**src/design/rtbl_pkg.sv**
```systemverilog
// Purpose: shared types, constants and lane helpers for the write-side
//          regular-transaction and byte-lane block
// Assumes: 32-bit data bus (4 byte lanes), 32-bit addresses
// Notes:   shared widths, encodings and depths live here; the Regular lengths sit in rtbl_classify
`default_nettype none

package rtbl_pkg;

    localparam int ADDR_W = 32;
    localparam int DATA_W = 32;
    localparam int LANES = 4;
    localparam int LEN_W = 8;
    localparam int FIFO_DEPTH = 8;

    // bus width as a size code: 4 bytes
    localparam logic [2:0] BUS_SIZE = 3'h2;

    // burst type encodings
    localparam logic [1:0] BURST_FIXED = 2'h0;
    localparam logic [1:0] BURST_INCR = 2'h1;
    localparam logic [1:0] BURST_WRAP = 2'h2;

    // write response codes
    localparam logic [1:0] RESP_OKAY = 2'h0;
    localparam logic [1:0] RESP_SLVERR = 2'h2;

    typedef enum logic [1:0] {
        ST_IDLE = 2'b00,
        ST_DATA = 2'b01,
        ST_RESP = 2'b10
    } rtbl_state_type;

    // address-channel request
    typedef struct packed {
        logic [ADDR_W-1:0] addr;
        logic [LEN_W-1:0] len;
        logic [2:0] size;
        logic [1:0] burst;
    } rtbl_cmd_type;

    // one accepted data beat, as handed to the local side
    typedef struct packed {
        logic [ADDR_W-1:0] addr;
        logic [DATA_W-1:0] data;
        logic [LANES-1:0] strb;
    } rtbl_beat_type;

    // lanes a beat may use: from the address lane up to the end of
    // the size-aligned slot, so an unaligned first beat is trimmed
    function automatic logic [LANES-1:0] lane_mask(
        input logic [ADDR_W-1:0] addr,
        input logic [2:0] size
    );
        logic [LANES-1:0] slot;
        logic [LANES-1:0] below;
        logic [1:0] base;
        slot = 4'hF;
        base = 2'h0;
        unique case (size)
            3'h0: begin
                slot = 4'h1;
                base = addr[1:0];
            end
            3'h1: begin
                slot = 4'h3;
                base = {addr[1], 1'b0};
            end
            default: begin
                slot = 4'hF;
                base = 2'h0;
            end
        endcase
        below = 4'(({LANES{1'b1}} << addr[1:0]));
        return 4'(slot << base) & below;
    endfunction

    // byte order reversal inside each element of the transfer size
    function automatic logic [DATA_W-1:0] be_swap(
        input logic [DATA_W-1:0] d,
        input logic [2:0] size
    );
        logic [DATA_W-1:0] r;
        r = d;
        if (size == 3'h1) begin
            r = {d[23:16], d[31:24], d[7:0], d[15:8]};
        end else if (size >= BUS_SIZE) begin
            r = {d[7:0], d[15:8], d[23:16], d[31:24]};
        end
        return r;
    endfunction

    // strobe counterpart of be_swap
    function automatic logic [LANES-1:0] be_swap_strb(
        input logic [LANES-1:0] s,
        input logic [2:0] size
    );
        logic [LANES-1:0] r;
        r = s;
        if (size == 3'h1) begin
            r = {s[2], s[3], s[0], s[1]};
        end else if (size >= BUS_SIZE) begin
            r = {s[0], s[1], s[2], s[3]};
        end
        return r;
    endfunction

endpackage

`default_nettype wire
```
**src/design/rtbl_classify.sv**
```systemverilog
// Purpose: decides whether an address-channel request is Regular
// Assumes: 32-bit data bus
// Notes:   purely combinational, no state
`timescale 1ns/1ps
`default_nettype none

module rtbl_classify (
    // request under test
    input wire rtbl_pkg::rtbl_cmd_type cmd,
    // verdict
    output logic regular
);
    import rtbl_pkg::*;

    logic len_ok;
    logic size_ok;
    logic burst_ok;
    logic align_ok;
    logic [ADDR_W-1:0] container;

    ////////////////////////////////////////////////////////////////////
    // each criterion on its own, then all of them together
    always_comb begin
        len_ok = (cmd.len == 8'h00) || (cmd.len == 8'h01) ||
                 (cmd.len == 8'h03) || (cmd.len == 8'h07) ||
                 (cmd.len == 8'h0F);
        size_ok = (cmd.len == 8'h00) || (cmd.size == BUS_SIZE);
        burst_ok = (cmd.burst == BURST_INCR) ||
                   (cmd.burst == BURST_WRAP);
        container = ADDR_W'(({24'h0, cmd.len} + 32'h1) << cmd.size);
        if (cmd.burst == BURST_WRAP) begin
            align_ok = ((cmd.addr & ADDR_W'((32'h1 << cmd.size) - 1))
                        == '0);
        end else begin
            align_ok = ((cmd.addr & (container - 1'b1)) == '0);
        end
        regular = len_ok && size_ok && burst_ok && align_ok;
    end

endmodule // rtbl_classify

`default_nettype wire

```
**src/design/rtbl_core.sv**
```systemverilog
// Purpose: write-side slave that classifies requests, steers byte lanes
//          per beat, converts byte order and buffers beats
// Assumes: master on the same clock; config inputs are synchronous
// Notes:   one burst in flight; beats leave through a FIFO of 8 array words plus a head word
`timescale 1ns/1ps
`default_nettype none

// Behaviour
// Regular needs burst length of 1, 2, 4, 8 or 16 transfers.
// multi-beat Regular bursts must use full bus width transfers.
// fixed bursts are never Regular; only incrementing or wrapping.
// incr start aligned to container; wrap start aligned to size.
// regular-only set means only Regular requests are supported.
// regular-only clear means every legal request is accepted cleanly.
// an undeclared regular-only property counts as false.
// non-Regular request to regular-only slave is flagged as unsafe.
// regular-only slave may decode only the Regular subset.
// strobe bit n qualifies data byte lane n.
// master raises strobes only on lanes holding valid data.
// strobes are don't-care while write-valid is low.
// narrow incr or wrap beats move across lanes with the address.
// narrow fixed bursts use the same lanes on every beat.
// a byte access always rides the same eight wires.
// endianness only reorders bytes inside an element's own bytes.
// single-width path wires lanes straight through.
// big-endian users get a byte-reordering stage.
// burst code 00 fixed, 01 incrementing, 10 wrapping, 11 reserved.
// container is bytes times length from aligned start or boundary.
// later beats: low lane is address mod lanes, plus size minus one.
// regular-only slave flags any accepted non-Regular request.
module rtbl_core #(
    parameter bit REG_ONLY = 1'b0
) (
    // clock and reset
    input wire logic mclk,
    input wire logic rst_n,
    // configuration
    input wire logic big_endian,
    // write address channel
    input wire logic awvalid,
    output logic awready,
    input wire logic [rtbl_pkg::ADDR_W-1:0] awaddr,
    input wire logic [rtbl_pkg::LEN_W-1:0] awlen,
    input wire logic [2:0] awsize,
    input wire logic [1:0] awburst,
    // write data channel
    input wire logic wvalid,
    output logic wready,
    input wire logic [rtbl_pkg::DATA_W-1:0] wdata,
    input wire logic [rtbl_pkg::LANES-1:0] wstrb,
    input wire logic wlast,
    // write response channel
    output logic bvalid,
    input wire logic bready,
    output logic [1:0] bresp,
    // local side beats
    output logic beat_valid,
    input wire logic beat_ready,
    output rtbl_pkg::rtbl_beat_type beat,
    // indications
    output logic proto_err,
    output logic strb_err
);
    import rtbl_pkg::*;

    rtbl_state_type state_q;
    rtbl_state_type state_d;
    rtbl_cmd_type aw_in;
    rtbl_cmd_type cmd_q;
    rtbl_beat_type push_beat;
    logic aw_regular;
    logic aw_fire;
    logic w_fire;
    logic last_beat;
    logic fifo_in_ready;
    logic bad_q;
    logic proto_err_q;
    logic strb_err_q;
    logic [ADDR_W-1:0] addr_q;
    logic [ADDR_W-1:0] addr_d;
    logic [LEN_W-1:0] beat_q;
    logic [LANES-1:0] cur_mask;
    logic [ADDR_W-1:0] nbytes;
    logic [ADDR_W-1:0] container;
    logic [ADDR_W-1:0] aligned;

    ////////////////////////////////////////////////////////////////////
    // request classification
    assign aw_in = '{addr: awaddr, len: awlen, size: awsize,
                     burst: awburst};

    rtbl_classify u_classify (
        .cmd (aw_in),
        .regular (aw_regular)
    );

    // wlast is left unread: the count from awlen ends the burst, so a
    // misplaced wlast can neither cut a burst short nor stretch it
    // handshakes; data stalls when the FIFO is full
    assign awready = (state_q == ST_IDLE);
    assign aw_fire = awvalid && awready;
    assign wready = (state_q == ST_DATA) && fifo_in_ready;
    assign w_fire = wvalid && wready;
    assign last_beat = (beat_q == cmd_q.len);
    assign bvalid = (state_q == ST_RESP);
    assign bresp = bad_q ? RESP_SLVERR : RESP_OKAY;
    assign proto_err = proto_err_q;
    assign strb_err = strb_err_q;

    ////////////////////////////////////////////////////////////////////
    // burst sequencing
    always_comb begin
        state_d = state_q;
        unique case (state_q)
            ST_IDLE: begin
                if (aw_fire) begin
                    state_d = ST_DATA;
                end
            end
            ST_DATA: begin
                if (w_fire && last_beat) begin
                    state_d = ST_RESP;
                end
            end
            ST_RESP: begin
                if (bready) begin
                    state_d = ST_IDLE;
                end
            end
            default: begin
                state_d = ST_IDLE;
            end
        endcase
    end

    always_ff @(posedge mclk or negedge rst_n) begin
        if (!rst_n) begin
            state_q <= ST_IDLE;
        end else begin
            state_q <= state_d;
        end
    end

    ////////////////////////////////////////////////////////////////////
    // beat address: generic decode kept even when regular-only, since
    // the saving is tiny and a stray request still walks sanely
    always_comb begin
        nbytes = ADDR_W'(32'h1 << cmd_q.size);
        container = ADDR_W'(({24'h0, cmd_q.len} + 32'h1)
                             << cmd_q.size);
        aligned = addr_q & ~(nbytes - 1'b1);
        addr_d = aligned + nbytes;
        if (cmd_q.burst == BURST_FIXED) begin
            addr_d = addr_q;
        end else if (cmd_q.burst == BURST_WRAP &&
                     ((addr_d & (container - 1'b1)) == '0)) begin
            addr_d = addr_d - container;
        end
    end

    // command capture and beat walking
    always_ff @(posedge mclk or negedge rst_n) begin
        if (!rst_n) begin
            cmd_q <= '0;
            addr_q <= '0;
            beat_q <= '0;
        end else if (aw_fire) begin
            cmd_q <= aw_in;
            addr_q <= awaddr;
            beat_q <= '0;
        end else if (w_fire) begin
            addr_q <= addr_d;
            beat_q <= LEN_W'(beat_q + 1'b1);
        end
    end

    ////////////////////////////////////////////////////////////////////
    // violation flags: regular-only slave reports non-Regular requests
    // bad_q holds until the next request, so bresp stands until taken
    always_ff @(posedge mclk or negedge rst_n) begin
        if (!rst_n) begin
            bad_q <= 1'b0;
            proto_err_q <= 1'b0;
        end else begin
            proto_err_q <= aw_fire && REG_ONLY && !aw_regular;
            if (aw_fire) begin
                bad_q <= REG_ONLY && !aw_regular;
            end
        end
    end

    // strobe on a lane the address does not select: master's fault
    always_ff @(posedge mclk or negedge rst_n) begin
        if (!rst_n) begin
            strb_err_q <= 1'b0;
        end else begin
            strb_err_q <= w_fire && ((wstrb & ~cur_mask) != '0);
        end
    end

    ////////////////////////////////////////////////////////////////////
    // lane steering and byte order; little-endian goes straight through
    assign cur_mask = lane_mask(addr_q, cmd_q.size);

    always_comb begin
        push_beat.addr = addr_q;
        push_beat.data = wdata;
        push_beat.strb = wstrb & cur_mask;
        if (big_endian) begin
            push_beat.data = be_swap(wdata, cmd_q.size);
            push_beat.strb = be_swap_strb(wstrb & cur_mask,
                                          cmd_q.size);
        end
    end

    // nine beats of slack (array plus head) ride out a short local stall
    rtbl_fifo #(
        .WIDTH ($bits(rtbl_beat_type)),
        .DEPTH (FIFO_DEPTH)
    ) u_fifo (
        .mclk (mclk),
        .rst_n (rst_n),
        .in_valid (w_fire),
        .in_ready (fifo_in_ready),
        .in_data (push_beat),
        .out_valid (beat_valid),
        .out_ready (beat_ready),
        .out_data (beat)
    );
endmodule // rtbl_core

`default_nettype wire

```
**src/design/rtbl_fifo.sv**
```systemverilog
// Purpose: small FIFO with a registered head word
// Assumes: single clock, valid/ready on both sides
// Notes:   holds DEPTH words in the array plus one in the head register
`timescale 1ns/1ps
`default_nettype none

module rtbl_fifo #(
    parameter int WIDTH = 8,
    parameter int DEPTH = 8
) (
    // clock and reset
    input wire logic mclk,
    input wire logic rst_n,
    // fill side
    input wire logic in_valid,
    output logic in_ready,
    input wire logic [WIDTH-1:0] in_data,
    // drain side
    output logic out_valid,
    input wire logic out_ready,
    output logic [WIDTH-1:0] out_data
);
    localparam int PW = $clog2(DEPTH);

    logic [WIDTH-1:0] mem_q [DEPTH];
    logic [PW-1:0] wr_q;
    logic [PW-1:0] rd_q;
    logic [PW:0] cnt_q;
    logic push;
    logic pop;

    ////////////////////////////////////////////////////////////////////
    // handshakes: full refuses input, head reloads when free or taken
    assign in_ready = (cnt_q != (PW+1)'(DEPTH));
    assign push = in_valid && in_ready;
    assign pop = (cnt_q != '0) && (!out_valid || out_ready);

    // storage array
    always_ff @(posedge mclk) begin
        if (push) begin
            mem_q[wr_q] <= in_data;
        end
    end

    // pointers and fill count
    always_ff @(posedge mclk or negedge rst_n) begin
        if (!rst_n) begin
            wr_q <= '0;
            rd_q <= '0;
            cnt_q <= '0;
        end else begin
            if (push) begin
                wr_q <= PW'(wr_q + 1'b1);
            end
            if (pop) begin
                rd_q <= PW'(rd_q + 1'b1);
            end
            cnt_q <= (PW+1)'(cnt_q + push - pop);
        end
    end

    // registered head word, so data out never comes from the array
    always_ff @(posedge mclk or negedge rst_n) begin
        if (!rst_n) begin
            out_valid <= 1'b0;
            out_data <= '0;
        end else if (pop) begin
            out_valid <= 1'b1;
            out_data <= mem_q[rd_q];
        end else if (out_ready) begin
            out_valid <= 1'b0;
        end
    end

endmodule // rtbl_fifo

`default_nettype wire

```
**config.mk**
```make
export PLATFORM = sky130hd
export DESIGN_NAME = rtbl_core
export DESIGN_NICKNAME = d
export VERILOG_FILES = /design/src/design/rtbl_pkg.sv /design/src/design/rtbl_classify.sv /design/src/design/rtbl_core.sv /design/src/design/rtbl_fifo.sv
export SDC_FILE = /design/constraint.sdc
export NUM_CORES = 1
export LEC_CHECK = 0
export BUFFER_PORTS_ARGS = -buffer_cell sky130_fd_sc_hd__buf_2
export CORE_ASPECT_RATIO = 1.75
export CORE_MARGIN = 2
export CORE_UTILIZATION = 41
export DETAILED_ROUTE_END_ITERATION = 8
export GPL_ROUTABILITY_DRIVEN = 0
export SETUP_SLACK_MARGIN = 0.15
export SYNTH_ARGS = -nofsm -noshare
export SYNTH_HDL_FRONTEND = slang
export SYNTH_SLANG_ARGS = --single-unit
export TNS_END_PERCENT = 50
```
**constraint.sdc**
```tcl
create_clock -name mclk -period 19.8 [get_ports mclk]
set_input_delay 0.99 -clock mclk [delete_from_list [all_inputs] [get_ports mclk]]
set_output_delay 0.99 -clock mclk [all_outputs]
set_load 0.02 [all_outputs]
```
# Word-level counts from Yosys, hierarchy flattened

Memory sizes are Yosys's and may differ from the RTL's. A register that Yosys moved wholly into a read port is not among the register bits.
Cells that the tools add are included.

Add/subtract/negate cells: 10
Magnitude comparators: 1
Eq/ne operators: 10
Shift operators: 4
Mux-type cells: 21
Bitwise operators: 7
Reductions and logical operators: 21

Operator list:

| cell                  | count |
|---|---|
| $mux 32               | 6 |
| $and 32x32->32        | 2 |
| $sub 32x1->32 const B | 2 |
| $mux 36               | 1 |
| $add 32x32->32        | 1 |
| $logic_not 32->1      | 1 |
| $not 32->32           | 1 |
| $shl 1x3->32 const A  | 1 |
| $shl 9x3->32          | 1 |
| $sub 32x32->32        | 1 |
| $mux 8                | 2 |
| $and 4x4->4           | 3 |
| $add 8x1->9 const B   | 1 |
| $add 8x1->8 const B   | 1 |
| $eq 8x8->1            | 1 |
| $logic_and 1x1->1     | 8 |
| $mux 4                | 2 |
| $pmux 4 s2            | 1 |
| $reduce_bool 4->1     | 2 |
| $add 3x1->3 const B   | 2 |
| $mux 2                | 3 |
| $ne 2x1->1 const B    | 3 |
| $pmux 2 s3            | 1 |
| $add 4x1->4           | 1 |
| 19 further kinds      | 26 |

Register bits after elaboration: 67
Memory bits (writable): 544
Output and inout port bits: 76
Memories kept: 1

Memory list:

| name         | words | width | read ports | clocked after Yosys merged registers in | wr ports | RTL line        | text |
|---|---|---|---|---|---|---|---|
| u_fifo.mem_q | 8     | 68    | 1          | 1                                       | 1        | rtbl_fifo.sv:25 | `logic [WIDTH-1:0] mem_q [DEPTH];` |

# Depth between registers and ports, before layout

Depth in word-level cells: 12
Mapped depth: 28
Depth with buffers taken out: 25

# By module

Synthesis repeated with hierarchy kept, for this count alone.

Cells, all modules: 2312
Area, all modules: 31426.4 sq um

By module, submodules not included:

| module    | times used | cells each | area an instance (sq um) | seq. area each (sq um) |
|---|---|---|---|---|
| rtbl_fifo | 1          | 1302       | 24001.8                  | 18312.6 |
| rtbl_core | 1          | 1010       | 7424.6                   | 1401.3 |

# Worst setup path after synthesis

OpenSTA, ideal clock, no wires.

Kind: flip-flop to flip-flop
Start: register u_fifo.cnt_q[2]
End: memory u_fifo.mem_q[2][0] (netlist name), enable pin
Library setup time: 0.685 ns
Data arrival time: 8.360 ns
Data required time: 19.115 ns
Setup slack: 10.754 ns
Cell stages (with the launch flop): 7
Buffers on the path: 1
Clock period less this slack: 9.046 ns
Cells stage by stage: dfrtp_1 > inv_1 > ha_1 > a21oi_1 > nand2_1 > clkbuf_1 > nor4b_1

Cells in the longest elaborated chain, start to end: 6

Ends and longest elaborated chain:

| element                      | RTL line         | text |
|---|---|---|
| start, declared              | rtbl_fifo.sv:28  | `logic [PW:0] cnt_q;` |
| start signal, assigned       | rtbl_fifo.sv:58  | `cnt_q <= (PW+1)'(cnt_q + push - pop);` |
| $ne 4x4->1                   | rtbl_fifo.sv:34  | `assign in_ready = (cnt_q != (PW+1)'(DEPTH));` |
| $logic_and 1x1->1            | rtbl_core.sv:102 | `assign wready = (state_q == ST_DATA) && fifo_in_ready;` |
| net wready                   | rtbl_core.sv:48  | `output logic wready,` |
| $logic_and 1x1->1            | rtbl_core.sv:103 | `assign w_fire = wvalid && wready;` |
| $logic_and 1x1->1            | rtbl_fifo.sv:35  | `assign push = in_valid && in_ready;` |
| $mux 1                       | rtbl_fifo.sv:40  | `if (push) begin` |
| $mux 1 (not written as such) | rtbl_fifo.sv:41  | `mem_q[wr_q] <= in_data;` |
| end, declared                | rtbl_fifo.sv:25  |  |

The timed path passes the listed nets, and every way through them passes these cells.

# Worst setup path in the final report

Start: register cmd_q[4] (netlist name)
End: register addr_q[30]

Cells in the longest elaborated chain, start to end: 12
Elaborated cells on any way between the ends: 15
Those cells by class: add/sub (4); shift (2); mux (4); bitwise (3); reduce/logical (2)

Ends and longest elaborated chain:

| element                                               | RTL line         | text |
|---|---|---|
| start, declared                                       | rtbl_core.sv:69  | `rtbl_cmd_type cmd_q;` |
| start signal, assigned                                | rtbl_core.sv:168 | `cmd_q <= aw_in;` |
| branches (longest 8 deep; another with $sub 32x1->32) | n/a              |  |
| $mux 32 (*)                                           | rtbl_core.sv:155 | `end else if (cmd_q.burst == BURST_WRAP &&` |
| $mux 32 (*)                                           | rtbl_core.sv:153 | `if (cmd_q.burst == BURST_FIXED) begin` |
| $mux 32 (*)                                           | rtbl_core.sv:171 | `end else if (w_fire) begin` |
| $mux 32 (*)                                           | rtbl_core.sv:167 | `end else if (aw_fire) begin` |
| end signal, assigned                                  | rtbl_core.sv:169 | `addr_q <= awaddr;` |
| end signal, assigned                                  | rtbl_core.sv:172 | `addr_q <= addr_d;` |
| end, declared                                         | rtbl_core.sv:79  | `logic [ADDR_W-1:0] addr_q;` |

Mark *: on every way between the ends. The select of a mux whose other input is x is not followed.
A chain may end at the register's enable or synchronous reset.

==> flow_summary.ini <==
[critical_path]
rr_endpoint = addr_q[30]
crit_fanout = 34
required_ns = 20.31
critPathLaunchType = register
endpoint_kind = register
ff2ff_path_depth = 26
critPathKind = register to register
arrival_ns = 8.06
max_stage_delay_ns = 0.62
cpMostUsedCell = inv_1
rrSetupSlack_ns = 12.25
r2r_start = cmd_q[4]
crit_path_top_delay_cell = nor4b_2

[sta]
finalSetupTns_ns = 0
maxSlewViolCount = 0
finalCriticalPeriod_ns = 7.55
worstMarginPinSlew_ns = 1.20
post-route-period-util_pct = 38.1
fmax_ghz = 0.132
hold_viol = 0
finalSetupViolCount = 0
postLayoutSetupSlackWorst_ns = 12.25
hold_slack_ns = 0.285
skew_ns = 0.0292
rsz0062_at_grt = no
max-slew-margin-rel_pct = 19.2

[layout]
final_common_cell = edfxtp_1
regArea_um2 = 19700
final_cell_mix = edfxtp_1 (544), nor2_1 (166), buf_2 (159)
fin_area_um2 = 34400
n_fill_cell = 6449
multiInputGateArea_um2 = 10200
syn_to_final_growth_pct = 12.4
drive_above_1_share_pct = 22.0
nets = 2327

[cts]
cts_buffer_depth = 3
htreeDepth = 2
cts_tree = built
ctsHoldBuffers = 0
root_buffer = clkbuf_16
worstSkewPairLatency_ns = 0.64
cts_setup_buffers = 0
cts_resized = 0
cts.sinks = 679
numCtsBuffers = 59
clk_pin_slew_ns = 0.07

[worst_hold_path]
hold_path.class = primary input to async pin

[synth]
synth_area_per_cell_um2 = 14.8
synth_edf_count = 544
synth_area_um2 = 30600
synth_cells = 2061
ys_ff_latch = 679
yosysUniqueCellTypes = 108
yosys_warnings = 0
synth_ff_type = edfxtp_1
yosysSeqAreaShare_pct = 64.5
async_flop_share_pct = 19.9

[routing]
drtIter0Drc = 1461
routed_wl_mm = 76.6
drc_errors = 0
postRouteAntennaNets = 0
vias = 18500
vias_per_cell = 5.79
dr.pass1.iters = 5
wl_per_cell_um = 24.0

[power]
powerDensity_nw_per_um2 = 172
peakVddDrop_v = 0.0000765
p_leak_nw = 12.0
p_total_mw = 5.90

[grt]
grt_max_degree = 77
grt_antenna_before_repair = 3
grt_usage_pct = 19.9
grt_overflow = 0
grt_pass1_vias = 19300
grt_pass1_wl_mm = 115

[run]
max-cap-violations = 0

[status]
status = finished, final reports clean

[placed_design]
placed_cell_area_um2 = 32300
hpwl_mm = 48.8
post-place-ws_ns = 12.32
portBuffers = 160

[floorplanning]
die_y_um = 365
die-area_um2 = 76900
fp.dieW_um = 210
start_util_pct = 41.3
coreArea_um2 = 74000
rows = 132
ioPinCount = 165
[layout make-up]
type,count,area share [%]
Multi-Input combinational cell,1219,29.7
Clock inverter,31,1.09
Tap cell,938,3.42
Timing Repair Buffer,196,3.13
Clock buffer,81,4.77
Sequential cell,679,57.4
Inverter,44,0.481
Antenna cell,1,0.00728
[registers in the layout, summed over array words and instances, names as in the netlist]
name,count
u_fifo.mem_q,544
u_fifo.out_data,68
addr_q,32
cmd_q,13
beat_q,8
u_fifo.cnt_q,4
u_fifo.rd_q,3
u_fifo.wr_q,3
state_q,2
strb_err,1
u_fifo.out_valid,1
[report_power, final]
part / internal [mW] / switching (mW) / leakage, nW
clock network: 0.665 / 0.529 / 0.976
logic: 0.973 / 1.45 / 4.58
registers: 1.99 / 0.292 / 6.47
total: 3.63 / 2.27 / 12.0
[kinds of logic (layout without fill, tap and decap cells)]
group                    after synthesis  after routing  synth area share (%)
flip-flops                           679            679                  64.5
AND/OR/NAND/NOR                      502            502                  8.46
AO/OA/AOI/OAI                        371            371                  7.76
multiplexers                         214            214                  12.6
buffers and inverters                165            352                  2.41
XOR/XNOR                              90             90                  2.63
adder cells (fa/ha/maj)               39             39                  1.67
other                                  1              4                0.0123
[through the flow]
stage	cells	utilization [%]
floorplan	2063	-
global placement	3076	43.7
detailed placement	3076	43.7
CTS	3188	46.4
finish	3189	46.4
global route	3188	46.4
[cells in the mapped netlist, types with 6 or more instances]
cell	instances	area share, %
and2_1	8	0.16
a221o_1	6	0.20
a22oi_1	14	0.34
nor2b_1	17	0.35
buf_2	7	0.11
buf_4	6	0.15
xnor2_1	57	1.6
a21o_1	7	0.17
a31oi_1	6	0.12
o21ai_1	13	0.21
buf_1	23	0.28
nor3_2	7	0.23
nand3_1	29	0.47
a21oi_1	154	2.5
nor3_1	30	0.49
and3_1	20	0.41
nand4_1	15	0.31
nor4_1	6	0.12
nor3b_1	7	0.17
nand2b_1	13	0.27
clkbuf_1	73	0.90
or3_1	13	0.27
o21ai_0	37	0.61
nor2_1	169	2.1
o211ai_1	11	0.27
mux2i_1	75	2.5
buf_6	10	0.37
o22ai_1	42	0.86
nand3b_1	8	0.20
mux4_2	136	10
edfxtp_1	544	53
or4_1	6	0.15
nand2_1	108	1.3
dfrtp_1	135	11
ha_1	36	1.5
a211oi_1	9	0.22
or2_2	9	0.18
inv_1	43	0.53
xor2_1	31	0.89
[critical path: cells and delay by family (launching register included)]
family                   cells  cell delay (ns)
flip-flops                   1             0.36
AND/OR/NAND/NOR             10             2.68
AO/OA/AOI/OAI                8             2.03
XOR/XNOR                     1             0.23
buffers and inverters        4             1.00
adder cells (fa/ha/maj)      3             1.10
[how the worst max path moves through the flow]
| stage | from | endpoint | slack [ns] | depth (start not counted) |
|---|---|---|---|---|
| after floorplan | u_fifo.cnt_q[2] | u_fifo.mem_q[2][0] | 10.75 | 6 |
| after global placement | cmd_q[4] | addr_q[30] | 12.28 | 26 |
| after detailed placement | cmd_q[4] | addr_q[28] | 12.32 | 26 |
| after CTS | cmd_q[4] | addr_q[28] | 12.28 | 26 |
| after global routing | cmd_q[4] | addr_q[30] | 11.66 | 26 |
| final | cmd_q[4] | addr_q[30] | 12.25 | 26 |
[per-layer routing]
metal  track usage, %  wire length (um)  vias to the layer above
met2             37.2             40900                      552
met3             2.55              3700                      115
met1             23.5             29500                     9532
met4             7.07              2450                        0
met5                0                 0                        -
li1                 -                 -                     8274
No activity file was read; power rests on OpenSTA's default activity.
